## src/hw/gil_pkg.sv

```systemverilog
// constants for the interrupt, mask and address-recognition logic
// Functional notes
// [RULE_01] second summary: any unmasked set status-one bit
// [RULE_02] first summary: unmasked set bits two to seven
// [RULE_03] byte-received sets on accept, never while shadowing
// [RULE_04] byte-received clears on data-in or status read
// [RULE_05] byte-output-ready sets on generate state, no pending byte
// [RULE_06] byte-output-ready clears on data-out write, status read
// [RULE_07] end flag sets with byte-received when EOI
// [RULE_08] poll-sent flag on falling poll transfer state
// [RULE_09] remote/local change flag on every transition
// [RULE_10] address change flag, not in extended addressing
// [RULE_11] status-one bits stored, cleared by read or reset
// [RULE_12] secondary mask selects extended talker and listener
// [RULE_13] GET raises trigger; holds or pulses by mask
// [RULE_14] error flag when no acceptors found
// [RULE_15] unknown-command flag with addressed qualifications
// [RULE_16] secondary pass-through flag, host releases with verdict
// [RULE_17] device-clear flag on DCL or addressed SDC
// [RULE_18] own-address match flag, holdoff when unmasked
// [RULE_19] interface-clear flag unless system controller
// [RULE_20] dual addressing ignores address LSB, reports it
// [RULE_21] address register survives every reset
// [RULE_22] host never loads all-ones primary address
// [RULE_23] interrupt pin low on summary unless disabled
// [RULE_24] mask zero masks, mask one unmasks
// [RULE_25] event during status read set after read
// [RULE_26] status sets on rising condition, swrst holds zero
package gil_pkg;
	localparam logic [7:0] TRIG_PULSE_CYC = 8'h05;
	// register selects
	localparam logic [2:0] RS_STATUS0   = 3'h0;
	localparam logic [2:0] RS_STATUS1   = 3'h1;
	localparam logic [2:0] RS_ADDR_STAT = 3'h2;
	localparam logic [2:0] RS_DATA_IN   = 3'h7;
	localparam logic [2:0] WS_MASK0     = 3'h0;
	localparam logic [2:0] WS_MASK1     = 3'h1;
	localparam logic [2:0] WS_ADDRESS   = 3'h4;
	localparam logic [2:0] WS_DATA_OUT  = 3'h7;
	// status 0 bit positions (bus line D0 is bit 7)
	localparam int B0_SUM0 = 7;
	localparam int B0_SUM1 = 6;
	localparam int B0_BI   = 5;
	localparam int B0_BO   = 4;
	localparam int B0_END  = 3;
	localparam int B0_POLL_STATUS_SENT = 2;
	localparam int B0_RLC  = 1;
	localparam int B0_MAC  = 0;
	// status 1 bit positions
	localparam int B1_GET  = 7;
	localparam int B1_ERR  = 6;
	localparam int B1_UNC  = 5;
	localparam int B1_APT  = 4;
	localparam int B1_DCAS = 3;
	localparam int B1_MA   = 2;
	localparam int B1_SRQ  = 1;
	localparam int B1_IFC  = 0;
	localparam logic [7:0] ST0_STORED = 8'h3f;
	localparam logic [7:0] DAC_GROUP  = 8'hbc;
	// address register fields
	localparam int AD_EDPA = 7;
	localparam int AD_DAL  = 6;
	localparam int AD_DAT  = 5;
	// bus commands, seven bits
	localparam logic [6:0] CMD_GTL = 7'h01;
	localparam logic [6:0] CMD_SDC = 7'h04;
	localparam logic [6:0] CMD_GET = 7'h08;
	localparam logic [6:0] CMD_TCT = 7'h09;
	localparam logic [6:0] CMD_LLO = 7'h11;
	localparam logic [6:0] CMD_DCL = 7'h14;
	localparam logic [6:0] CMD_SPE = 7'h18;
	localparam logic [6:0] CMD_SPD = 7'h19;
	localparam logic [6:0] CMD_UNL = 7'h3f;
	localparam logic [6:0] CMD_UNT = 7'h5f;
	localparam logic [1:0] GRP_CMD    = 2'h0;
	localparam logic [1:0] GRP_LISTEN = 2'h1;
	localparam logic [1:0] GRP_TALK   = 2'h2;
	localparam logic [1:0] GRP_SEC    = 2'h3;
endpackage

```

## src/hw/gil_irq_addr.sv

```systemverilog
// interrupt status/mask registers and own-address recognition
`timescale 1ns/1ps
module gil_irq_addr (
	// clock and reset
	input  wire logic       ref_clk,
	input  wire logic       rst_n,
	// host register port
	input  wire logic       ce_n,
	input  wire logic       we_n,
	input  wire logic       dbin,
	input  wire logic [2:0] rs,
	input  wire logic [7:0] d_in,
	output logic      [7:0] d_out,
	output logic            d_oe,
	output logic            int_pull_low,
	// feature settings from the auxiliary command decoder
	input  wire logic       swrst_hold,
	input  wire logic       dai_set,
	input  wire logic       shadow_on,
	input  wire logic       pts_set,
	input  wire logic       hold_all,
	input  wire logic       hold_end,
	input  wire logic       dacr_pulse,
	input  wire logic       dacr_cs,
	input  wire logic       rhdf_pulse,
	input  wire logic       sys_ctrl,
	// bus lines and interface-function states
	input  wire logic [7:0] bus_byte,
	input  wire logic       acc_cmd,
	input  wire logic       acc_data,
	input  wire logic       eoi_line,
	input  wire logic       atn_line,
	input  wire logic       srq_line,
	input  wire logic       ifc_line,
	input  wire logic       ndac_high,
	input  wire logic       nrfd_high,
	input  wire logic       src_active,
	input  wire logic       src_generate,
	input  wire logic       src_hold_idle,
	input  wire logic       ctrl_active,
	input  wire logic       ctrl_in_charge,
	input  wire logic       talker_active,
	input  wire logic       unsent_byte,
	input  wire logic       spoll_xfer,
	input  wire logic       service_req,
	input  wire logic       far_control_flag,
	input  wire logic       lockout_state,
	input  wire logic       lpas_in,
	input  wire logic       tpas_in,
	input  wire logic       lads_in,
	input  wire logic       tads_in,
	// controls back to the interface functions
	output logic            trigger_output,
	output logic            dac_holdoff,
	output logic            rfd_holdoff,
	output logic            apt_verdict,
	output logic            extended_mode,
	output logic            listen_off,
	output logic            talk_off
);
	import gil_pkg::*;

	logic [7:0] mask0_r;
	logic [7:0] mask1_r;
	logic [7:0] addr_r;
	logic [7:0] st_r    [2];
	logic [7:0] pend_r  [2];
	logic [7:0] cond    [2];
	logic [7:0] cond_r  [2];
	logic [7:0] ev      [2];
	logic [7:0] clr     [2];
	logic [1:0] rd_in;
	logic [1:0] rd_end;
	logic       rd_act;
	logic       rd_act_r;
	logic [2:0] rd_sel_r;
	logic       wr_act;
	logic       wr_act_r;
	logic       wr_start;
	logic       sum0;
	logic       sum1;
	logic       spoll_r;
	logic       remote_r;
	logic       ulpa_r;
	logic [7:0] trig_cnt_r;
	logic       trig_hold_r;
	logic [1:0] grp;
	logic [6:0] cmd;
	logic       addr_hit;
	logic       mla;
	logic       mta;
	logic       unk;

	////////////////////////////////////////////////////////////////////
	// host strobes
	assign rd_act   = ~ce_n & we_n & dbin;
	assign wr_act   = ~ce_n & ~we_n & ~dbin;
	assign wr_start = wr_act & ~wr_act_r;
	assign rd_in[0] = rd_act & (rs == RS_STATUS0);
	assign rd_in[1] = rd_act & (rs == RS_STATUS1);
	assign rd_end[0] = rd_act_r & ~rd_act & (rd_sel_r == RS_STATUS0);
	assign rd_end[1] = rd_act_r & ~rd_act & (rd_sel_r == RS_STATUS1);

	always_ff @(posedge ref_clk or negedge rst_n) begin
		if (!rst_n) begin
			rd_act_r <= 1'b0;
			wr_act_r <= 1'b0;
			rd_sel_r <= 3'h0;
		end else begin
			rd_act_r <= rd_act;
			wr_act_r <= wr_act;
			if (rd_act)
				rd_sel_r <= rs;
		end
	end

	// masks; address register has no reset so it survives both resets
	always_ff @(posedge ref_clk or negedge rst_n) begin
		if (!rst_n) begin
			mask0_r <= 8'h00;
			mask1_r <= 8'h00;
		end else if (wr_start && rs == WS_MASK0) begin
			mask0_r <= d_in & ST0_STORED;
		end else if (wr_start && rs == WS_MASK1) begin
			mask1_r <= d_in;
		end
	end

	always_ff @(posedge ref_clk) begin
		if (wr_start && rs == WS_ADDRESS)
			addr_r <= d_in; // RULE_21
	end

	////////////////////////////////////////////////////////////////////
	// command decode and address comparator
	assign cmd = bus_byte[6:0];
	assign grp = bus_byte[6:5];
	// dual addressing drops the LSB from the compare
	assign addr_hit = (cmd[4:1] == addr_r[4:1]) &&
		(addr_r[AD_EDPA] || cmd[0] == addr_r[0]); // RULE_20
	assign mla = (grp == GRP_LISTEN) && addr_hit && !addr_r[AD_DAL];
	assign mta = (grp == GRP_TALK) && addr_hit && !addr_r[AD_DAT];
	assign unk = (grp == GRP_CMD) && (cmd[4] ?
		!(cmd == CMD_LLO || cmd == CMD_DCL ||
		  cmd == CMD_SPE || cmd == CMD_SPD) :
		(!(cmd == CMD_GET || cmd == CMD_GTL ||
		   cmd == CMD_SDC || cmd == CMD_TCT) && lads_in)) ||
		(cmd == CMD_TCT && tads_in) ||
		(grp == GRP_SEC && pts_set); // RULE_15

	always_ff @(posedge ref_clk or negedge rst_n) begin
		if (!rst_n)
			ulpa_r <= 1'b0;
		else if (acc_cmd && (mla || mta))
			ulpa_r <= cmd[0]; // RULE_20
	end

	////////////////////////////////////////////////////////////////////
	// qualifying conditions
	always_comb begin
		cond[0] = 8'h00;
		cond[1] = 8'h00;
		cond[0][B0_BI]   = acc_data & lads_in & ~shadow_on; // RULE_03
		cond[0][B0_BO]   = src_generate & ~unsent_byte &
			(ctrl_active | (talker_active & src_hold_idle)); // RULE_05
		cond[0][B0_END]  = cond[0][B0_BI] & eoi_line; // RULE_07
		cond[0][B0_POLL_STATUS_SENT] = spoll_r & ~spoll_xfer & service_req; // RULE_08
		cond[0][B0_RLC]  = far_control_flag ^ remote_r; // RULE_09
		cond[0][B0_MAC]  = acc_cmd & ~mask1_r[B1_APT] &
			((mta & ~tads_in) | (grp == GRP_TALK && !mta &&
			cmd != CMD_UNT && tads_in) | (mla & ~lads_in) |
			(cmd == CMD_UNL && lads_in)); // RULE_10
		cond[1][B1_GET]  = acc_cmd & (cmd == CMD_GET) & lads_in;
		cond[1][B1_ERR]  = src_active & ndac_high & nrfd_high; // RULE_14
		cond[1][B1_UNC]  = acc_cmd & unk; // RULE_15
		cond[1][B1_APT]  = acc_cmd & (grp == GRP_SEC) &
			(lpas_in | tpas_in); // RULE_16
		cond[1][B1_DCAS] = acc_cmd & ((cmd == CMD_DCL) |
			((cmd == CMD_SDC) & lads_in)); // RULE_17
		cond[1][B1_MA]   = acc_cmd & (mla | mta); // RULE_18
		cond[1][B1_SRQ]  = srq_line & ctrl_in_charge;
		cond[1][B1_IFC]  = ifc_line & ~sys_ctrl; // RULE_19
	end

	always_comb begin
		clr[0] = 8'h00;
		clr[1] = 8'h00;
		clr[0][B0_BI] = rd_end[0] ? 1'b0 :
			rd_act_r & ~rd_act & (rd_sel_r == RS_DATA_IN); // RULE_04
		clr[0][B0_BO] = wr_start & (rs == WS_DATA_OUT); // RULE_06
	end

	always_ff @(posedge ref_clk or negedge rst_n) begin
		if (!rst_n) begin
			spoll_r  <= 1'b0;
			remote_r <= 1'b0;
		end else begin
			spoll_r  <= spoll_xfer;
			remote_r <= far_control_flag;
		end
	end

	////////////////////////////////////////////////////////////////////
	// status registers: edge set, clear at end of read
	for (genvar g = 0; g < 2; g++) begin : g_stat
		localparam logic [7:0] STORED = (g == 0) ? ST0_STORED : 8'hff;
		assign ev[g] = cond[g] & ~cond_r[g] & STORED; // RULE_26

		always_ff @(posedge ref_clk or negedge rst_n) begin
			if (!rst_n)
				cond_r[g] <= 8'h00;
			else
				cond_r[g] <= cond[g];
		end

		always_ff @(posedge ref_clk or negedge rst_n) begin
			if (!rst_n) begin
				st_r[g]   <= 8'h00;
				pend_r[g] <= 8'h00;
			end else if (swrst_hold) begin
				st_r[g]   <= 8'h00; // RULE_26 RULE_11
				pend_r[g] <= 8'h00;
			end else if (rd_end[g]) begin
				st_r[g]   <= pend_r[g] | ev[g]; // RULE_25 RULE_04 RULE_06
				pend_r[g] <= 8'h00;
			end else if (rd_in[g]) begin
				pend_r[g] <= pend_r[g] | ev[g]; // RULE_25
			end else begin
				st_r[g]   <= (st_r[g] & ~clr[g]) | ev[g];
			end
		end
	end

	// mask bit one unmasks
	assign sum0 = |(st_r[0] & mask0_r & ST0_STORED); // RULE_02 RULE_24
	assign sum1 = |(st_r[1] & mask1_r); // RULE_01 RULE_24

	////////////////////////////////////////////////////////////////////
	// host read data and interrupt pin
	always_ff @(posedge ref_clk or negedge rst_n) begin
		if (!rst_n) begin
			d_out        <= 8'h00;
			d_oe         <= 1'b0;
			int_pull_low <= 1'b0;
		end else begin
			int_pull_low <= (sum0 | sum1) & ~dai_set; // RULE_23
			d_oe         <= rd_act && rs <= RS_ADDR_STAT;
			case (rs)
			RS_STATUS0: d_out <= {sum0, sum1, st_r[0][5:0]};
			RS_STATUS1: d_out <= st_r[1];
			RS_ADDR_STAT: d_out <= {far_control_flag, lockout_state,
				atn_line, lpas_in, tpas_in, lads_in, tads_in, ulpa_r};
			default: d_out <= 8'h00;
			endcase
		end
	end

	////////////////////////////////////////////////////////////////////
	// holdoffs, trigger, mode outputs
	always_ff @(posedge ref_clk or negedge rst_n) begin
		if (!rst_n) begin
			dac_holdoff <= 1'b0;
			rfd_holdoff <= 1'b0;
			apt_verdict <= 1'b0;
		end else if (swrst_hold) begin
			dac_holdoff <= 1'b0;
			rfd_holdoff <= 1'b0;
		end else begin
			if (|(ev[1] & mask1_r & DAC_GROUP))
				dac_holdoff <= 1'b1; // RULE_15 RULE_16 RULE_17 RULE_18
			else if (dacr_pulse)
				dac_holdoff <= 1'b0;
			if (dacr_pulse && st_r[1][B1_APT])
				apt_verdict <= dacr_cs; // RULE_16
			// holdoff comes regardless of the byte-in mask
			if ((ev[0][B0_BI] & hold_all) | (ev[0][B0_END] & hold_end))
				rfd_holdoff <= 1'b1; // RULE_03
			else if (rhdf_pulse)
				rfd_holdoff <= 1'b0;
		end
	end

	always_ff @(posedge ref_clk or negedge rst_n) begin
		if (!rst_n) begin
			trig_cnt_r     <= 8'h00;
			trig_hold_r    <= 1'b0;
			trigger_output <= 1'b0;
		end else begin
			if (ev[1][B1_GET]) begin
				trig_cnt_r  <= mask1_r[B1_GET] ? 8'h00 : TRIG_PULSE_CYC;
				trig_hold_r <= mask1_r[B1_GET]; // RULE_13
			end else begin
				if (trig_cnt_r != 8'h00)
					trig_cnt_r <= trig_cnt_r - 8'h01;
				if (!dac_holdoff)
					trig_hold_r <= 1'b0;
			end
			trigger_output <= ev[1][B1_GET] | (trig_cnt_r > 8'h01) |
				(trig_hold_r & dac_holdoff); // RULE_13
		end
	end

	always_ff @(posedge ref_clk or negedge rst_n) begin
		if (!rst_n) begin
			extended_mode <= 1'b0;
			listen_off    <= 1'b0;
			talk_off      <= 1'b0;
		end else begin
			extended_mode <= mask1_r[B1_APT]; // RULE_12
			listen_off    <= addr_r[AD_DAL];
			talk_off      <= addr_r[AD_DAT];
		end
	end
endmodule

```

## config.mk

```make
export PLATFORM = sky130hd
export DESIGN_NAME = gil_irq_addr
export DESIGN_NICKNAME = d
export VERILOG_FILES = /design/src/hw/gil_pkg.sv /design/src/hw/gil_irq_addr.sv
export SDC_FILE = /design/constraint.sdc
export NUM_CORES = 1
export LEC_CHECK = 0
export BUFFER_PORTS_ARGS = -buffer_cell sky130_fd_sc_hd__buf_2
export CORE_ASPECT_RATIO = 0.7
export CORE_MARGIN = 8
export CORE_UTILIZATION = 35
export DETAILED_ROUTE_END_ITERATION = 7
export SYNTH_ARGS = -nofsm -noshare
export SYNTH_HDL_FRONTEND = slang
export SYNTH_SLANG_ARGS = --single-unit
```

## constraint.sdc

```tcl
create_clock -name ref_clk -period 4.6 [get_ports ref_clk]
set_input_delay 0.23 -clock ref_clk [delete_from_list [all_inputs] [get_ports ref_clk]]
set_output_delay 0.23 -clock ref_clk [all_outputs]
set_load 0.02 [all_outputs]
```

==> results.md <==
- The run finished with clean final reports.
- The sequential cell area fraction in the yosys report is 0.558.
- The remaining antenna violation count after routing is 0.
- The tool flagged a number of max-cap violations equal to 0.
- Among all cell types in the netlist, the one instantiated most often is sky130_fd_sc_hd__dfrtp_1.
- After detailed routing, the number of vias per cell comes to roughly 5.3.
- The final total negative setup slack is 0 ns.
- After synthesis, the cell types taking the most area are sky130_fd_sc_hd__dfrtp_1 (50%), sky130_fd_sc_hd__edfxtp_1 (5.4%), sky130_fd_sc_hd__nor2_1 (4.1%).
- The path class of the tightest hold or removal check is in -> reg.
- The post-layout net count is between 500 and 600.
- Counting I/O delays and the setup requirement, the final critical path takes around 2.4 ns.
- Port buffering added approximately 70 buffers.
- The commonest cells after synthesis are sky130_fd_sc_hd__dfrtp_1 (90), sky130_fd_sc_hd__nor2_1 (49), sky130_fd_sc_hd__nor3_1 (29).
- Before antenna repair, the detailed router went through 4 iterations.
- The worst setup timing slack at the placement stage is 2.10 ns.
- Counting flops with a built-in enable in the synthesized netlist gives 8.
- The total vias in the final route is ~3400.
- The final-report max-slew violation count came to 0.
- The slew at the pin closest to its max-slew limit is 1.14 ns.
- During synthesis, Yosys emitted a total of 0 warnings.
- In this run the power density over the cells is 400 nW/um^2.
- After detailed routing, the number of remaining DRC violations is 0.
- In this run the post-CTS setup repair buffer count came out at 0.
- The congestion estimate from routability-driven global placement came to slightly above 0.8.
- At the worst endpoint, the arrival time is 2.32 ns.
- The total overflow left after global routing is 0.
- The vertical extent of the die is between 100 and 150 um.
- The routed wirelength normalized by instance count is between 15 and 20 um.
- Once layout is done, the placed cells without fillers occupy between 5000 and 6000 um^2.
- The final count of hold timing violations is 0.
- The kind of cell with the highest combined delay on the critical path is simple AND/OR/NAND/NOR gates.
- The maximum number of pins on one net before global-route repair is 70.
- Clock latency on the worst-skew pair, taken at its later pin, is around 0.35 ns.
- In the finished design, the share of the clock period the worst path needs comes to 0.512.
- The maximum VDD drop is roughly 0.19 mV.
- The floorplan has 34 rows.
- The maximum fanout along the worst path is 8.
- The peak per-stage delay on the critical path is a little under 0.9 ns.
- Counting every instance in the synthesized netlist gives slightly above 400.
- The area added between synthesis and finish is 18.7%.
- The wire length reported by the detailed router is 11600 um.
- The fraction of registers with async set/reset is 0.918.
- For this design the top-level I/O count stands at 74.
- From left edge to right edge, the die measures around 150 um.
- The clock-pin slew of the registers on the worst-case setup and hold paths is about 0.070 ns.
- The most instantiated flip-flop cell in the synthesis netlist is sky130_fd_sc_hd__dfrtp_1.
- The static leakage is between 2 and 2.5 nW.
- The clock sink count is 98.
- The average instance in the mapped netlist occupies ~11 um^2.
- The first routing iteration left 190 violations.
- The number of global-route vias before repair came to ~3400.
- After synthesis the cells add up to between 4000 and 5000 um^2.
- STA classifies the critical path endpoint as a flip-flop.
- Setup violations remaining at the end of the flow were counted as 0.
- The number of antenna diodes in the final layout is 0.
- Walking the worst path, the cells encountered are nor4_1 > nand2_1 > nor3_1.
- Clock skew on the completed layout was measured at slightly above 0.009 ns.
- The number of nets in the synthesized netlist is 470.
- In this run the tightest slew margin relative to its limit is 0.236.
- The proportion of netlist area held by the largest area contributor is 0.504.
- The slowest library cell on the worst path is sky130_fd_sc_hd__nor3_1.
- The startpoint type of the worst setup path is a flip-flop.
- The share of final-layout standard cells stronger than drive strength 1 is 0.244.
- The number of H-tree levels is 3.
- Across all setup checks in the final design, the least slack found is 2.25 ns.
- The CTS tree is done.
- The total track usage is 0.142.
- The maximum root-to-sink buffer count is 2.
- The placed instances occupy a cell area of approximately 5000 um^2.
- Summed over all nets, the half-perimeter wirelength after detailed placement is approximately 8700 um.
- The total core area is 12500 um^2.
- Setup repair after global routing left no endpoint under its margin.
- The post-layout total power is 2.12 mW.
- The area of the die is 16700 um^2.
- Synthesis inferred 98 register bits.
- The initial antenna violation count was 0.
- The effective utilization at floorplan is 0.359.
- The leading area contributor after synthesis is sky130_fd_sc_hd__dfrtp_1.
- The critical path class is reg -> reg.
- The worst hold slack is roughly 0.020 ns.
- Counting the buffers created by CTS gives 9.
- The wire length of the first global-routing pass is ~19000 um.
- Static timing analysis puts the maximum clock frequency at ~420 MHz.
- The count of distinct cell types in the synthesized netlist is roughly 60.
- The clock tree root driver cell is sky130_fd_sc_hd__clkbuf_16.
- The total buffers and inverters traversed by the critical path is 0.
- The data required time at the worst endpoint is between 4 and 5 ns.
==> repair_timing <==
item	in CTS	in global routing
hold buffers	1	0
endpoints found under the hold margin	21	0
gates resized for setup	0	0
==> sequential cells by signal, summed over array words and instances, names as in the netlist, 3 cells and up <==
register    flops
pend_r         14
mask0_r         6
mask1_r         8
trig_cnt_r      8
cond_r         14
addr_r          8
st_r           14
d_out           8
rd_sel_r        3
==> worst paths after layout <==
path | startpoint | endpoint | slack (ns) | depth (start not counted)
max | wr_act_r | addr_r[4] | 2.25 | 3
min | spoll_xfer | spoll_r | 0.02 | 1
max reg2reg | wr_act_r | addr_r[4] | 2.25 | 3
min reg2reg | addr_r[6] | listen_off | 0.42 | 0
max in group asynchronous | rst_n | pend_r[2] | 3.11 | 3
min in group asynchronous | rst_n | cond_r[11] | 0.31 | 2
==> kinds of logic after synthesis <==
logic type | share of synthesized area
mux | 0.0649
buf+inv | 0.0305
compound gates | 0.127
simple gates | 0.195
xor+xnor | 0.0196
flops | 0.558
fa+ha+maj | 0.00560
==> where the power goes <==
part	leakage [nW]	switching, mW	internal (mW)
sequential	1.25	0.0705	0.954
clock	0.162	0.341	0.477
combinational	0.983	0.159	0.119
total	2.40	0.571	1.55
==> layer usage <==
layer / global-route usage / wire, um / share of wire
met1: 0.213 / 5610 / 0.48
met2: 0.193 / 4930 / 0.42
met3: 0.0412 / 977 / 0.084
met4: 0.0329 / 98 / 0.0084
met5: 0 / 0 / 0
==> metrics by stage <==
step                utilization  std cells
floorplan                     -        411
global placement          0.398        628
detailed placement        0.398        628
CTS                       0.426        645
global route              0.426        645
finish                    0.426        645
==> cell usage in the layout, fill, tap and decap left out, types with 3 or more instances in the layout <==
| cell type | n |
|---|---|
| sky130_fd_sc_hd__o21ai_0 | 12 |
| sky130_fd_sc_hd__nor3_1 | 29 |
| sky130_fd_sc_hd__mux2i_1 | 11 |
| sky130_fd_sc_hd__inv_6 | 3 |
| sky130_fd_sc_hd__a21oi_1 | 21 |
| sky130_fd_sc_hd__nor3b_1 | 4 |
| sky130_fd_sc_hd__a22oi_1 | 15 |
| sky130_fd_sc_hd__xor2_1 | 4 |
| sky130_fd_sc_hd__dfrtp_1 | 90 |
| sky130_fd_sc_hd__o21a_1 | 3 |
| sky130_fd_sc_hd__nand3_1 | 4 |
| sky130_fd_sc_hd__nand4b_1 | 3 |
| sky130_fd_sc_hd__nand2b_1 | 3 |
| sky130_fd_sc_hd__edfxtp_1 | 8 |
| sky130_fd_sc_hd__nand2_1 | 27 |
| sky130_fd_sc_hd__nor4_2 | 3 |
| sky130_fd_sc_hd__inv_1 | 15 |
| sky130_fd_sc_hd__nand4_1 | 3 |
| sky130_fd_sc_hd__mux2_2 | 16 |
| sky130_fd_sc_hd__a31oi_1 | 3 |
| sky130_fd_sc_hd__a211oi_1 | 7 |
| sky130_fd_sc_hd__nor2_1 | 49 |
| sky130_fd_sc_hd__clkbuf_16 | 10 |
| sky130_fd_sc_hd__xnor2_1 | 6 |
| sky130_fd_sc_hd__buf_2 | 71 |
| sky130_fd_sc_hd__or3_1 | 5 |
| sky130_fd_sc_hd__a2bb2oi_1 | 3 |
| sky130_fd_sc_hd__nor2b_1 | 6 |
==> final cells by class <==
cell class	instances	area, um^2
Sequential cell	98	2490
Fill cell	1200	7160
Inverter	16	60.1
Clock buffer	11	264
Clock inverter	5	65.1
Tap cell	162	203
Multi-Input combinational cell	279	1840
Timing Repair Buffer	74	380
Power figures use the tool's default switching activity.
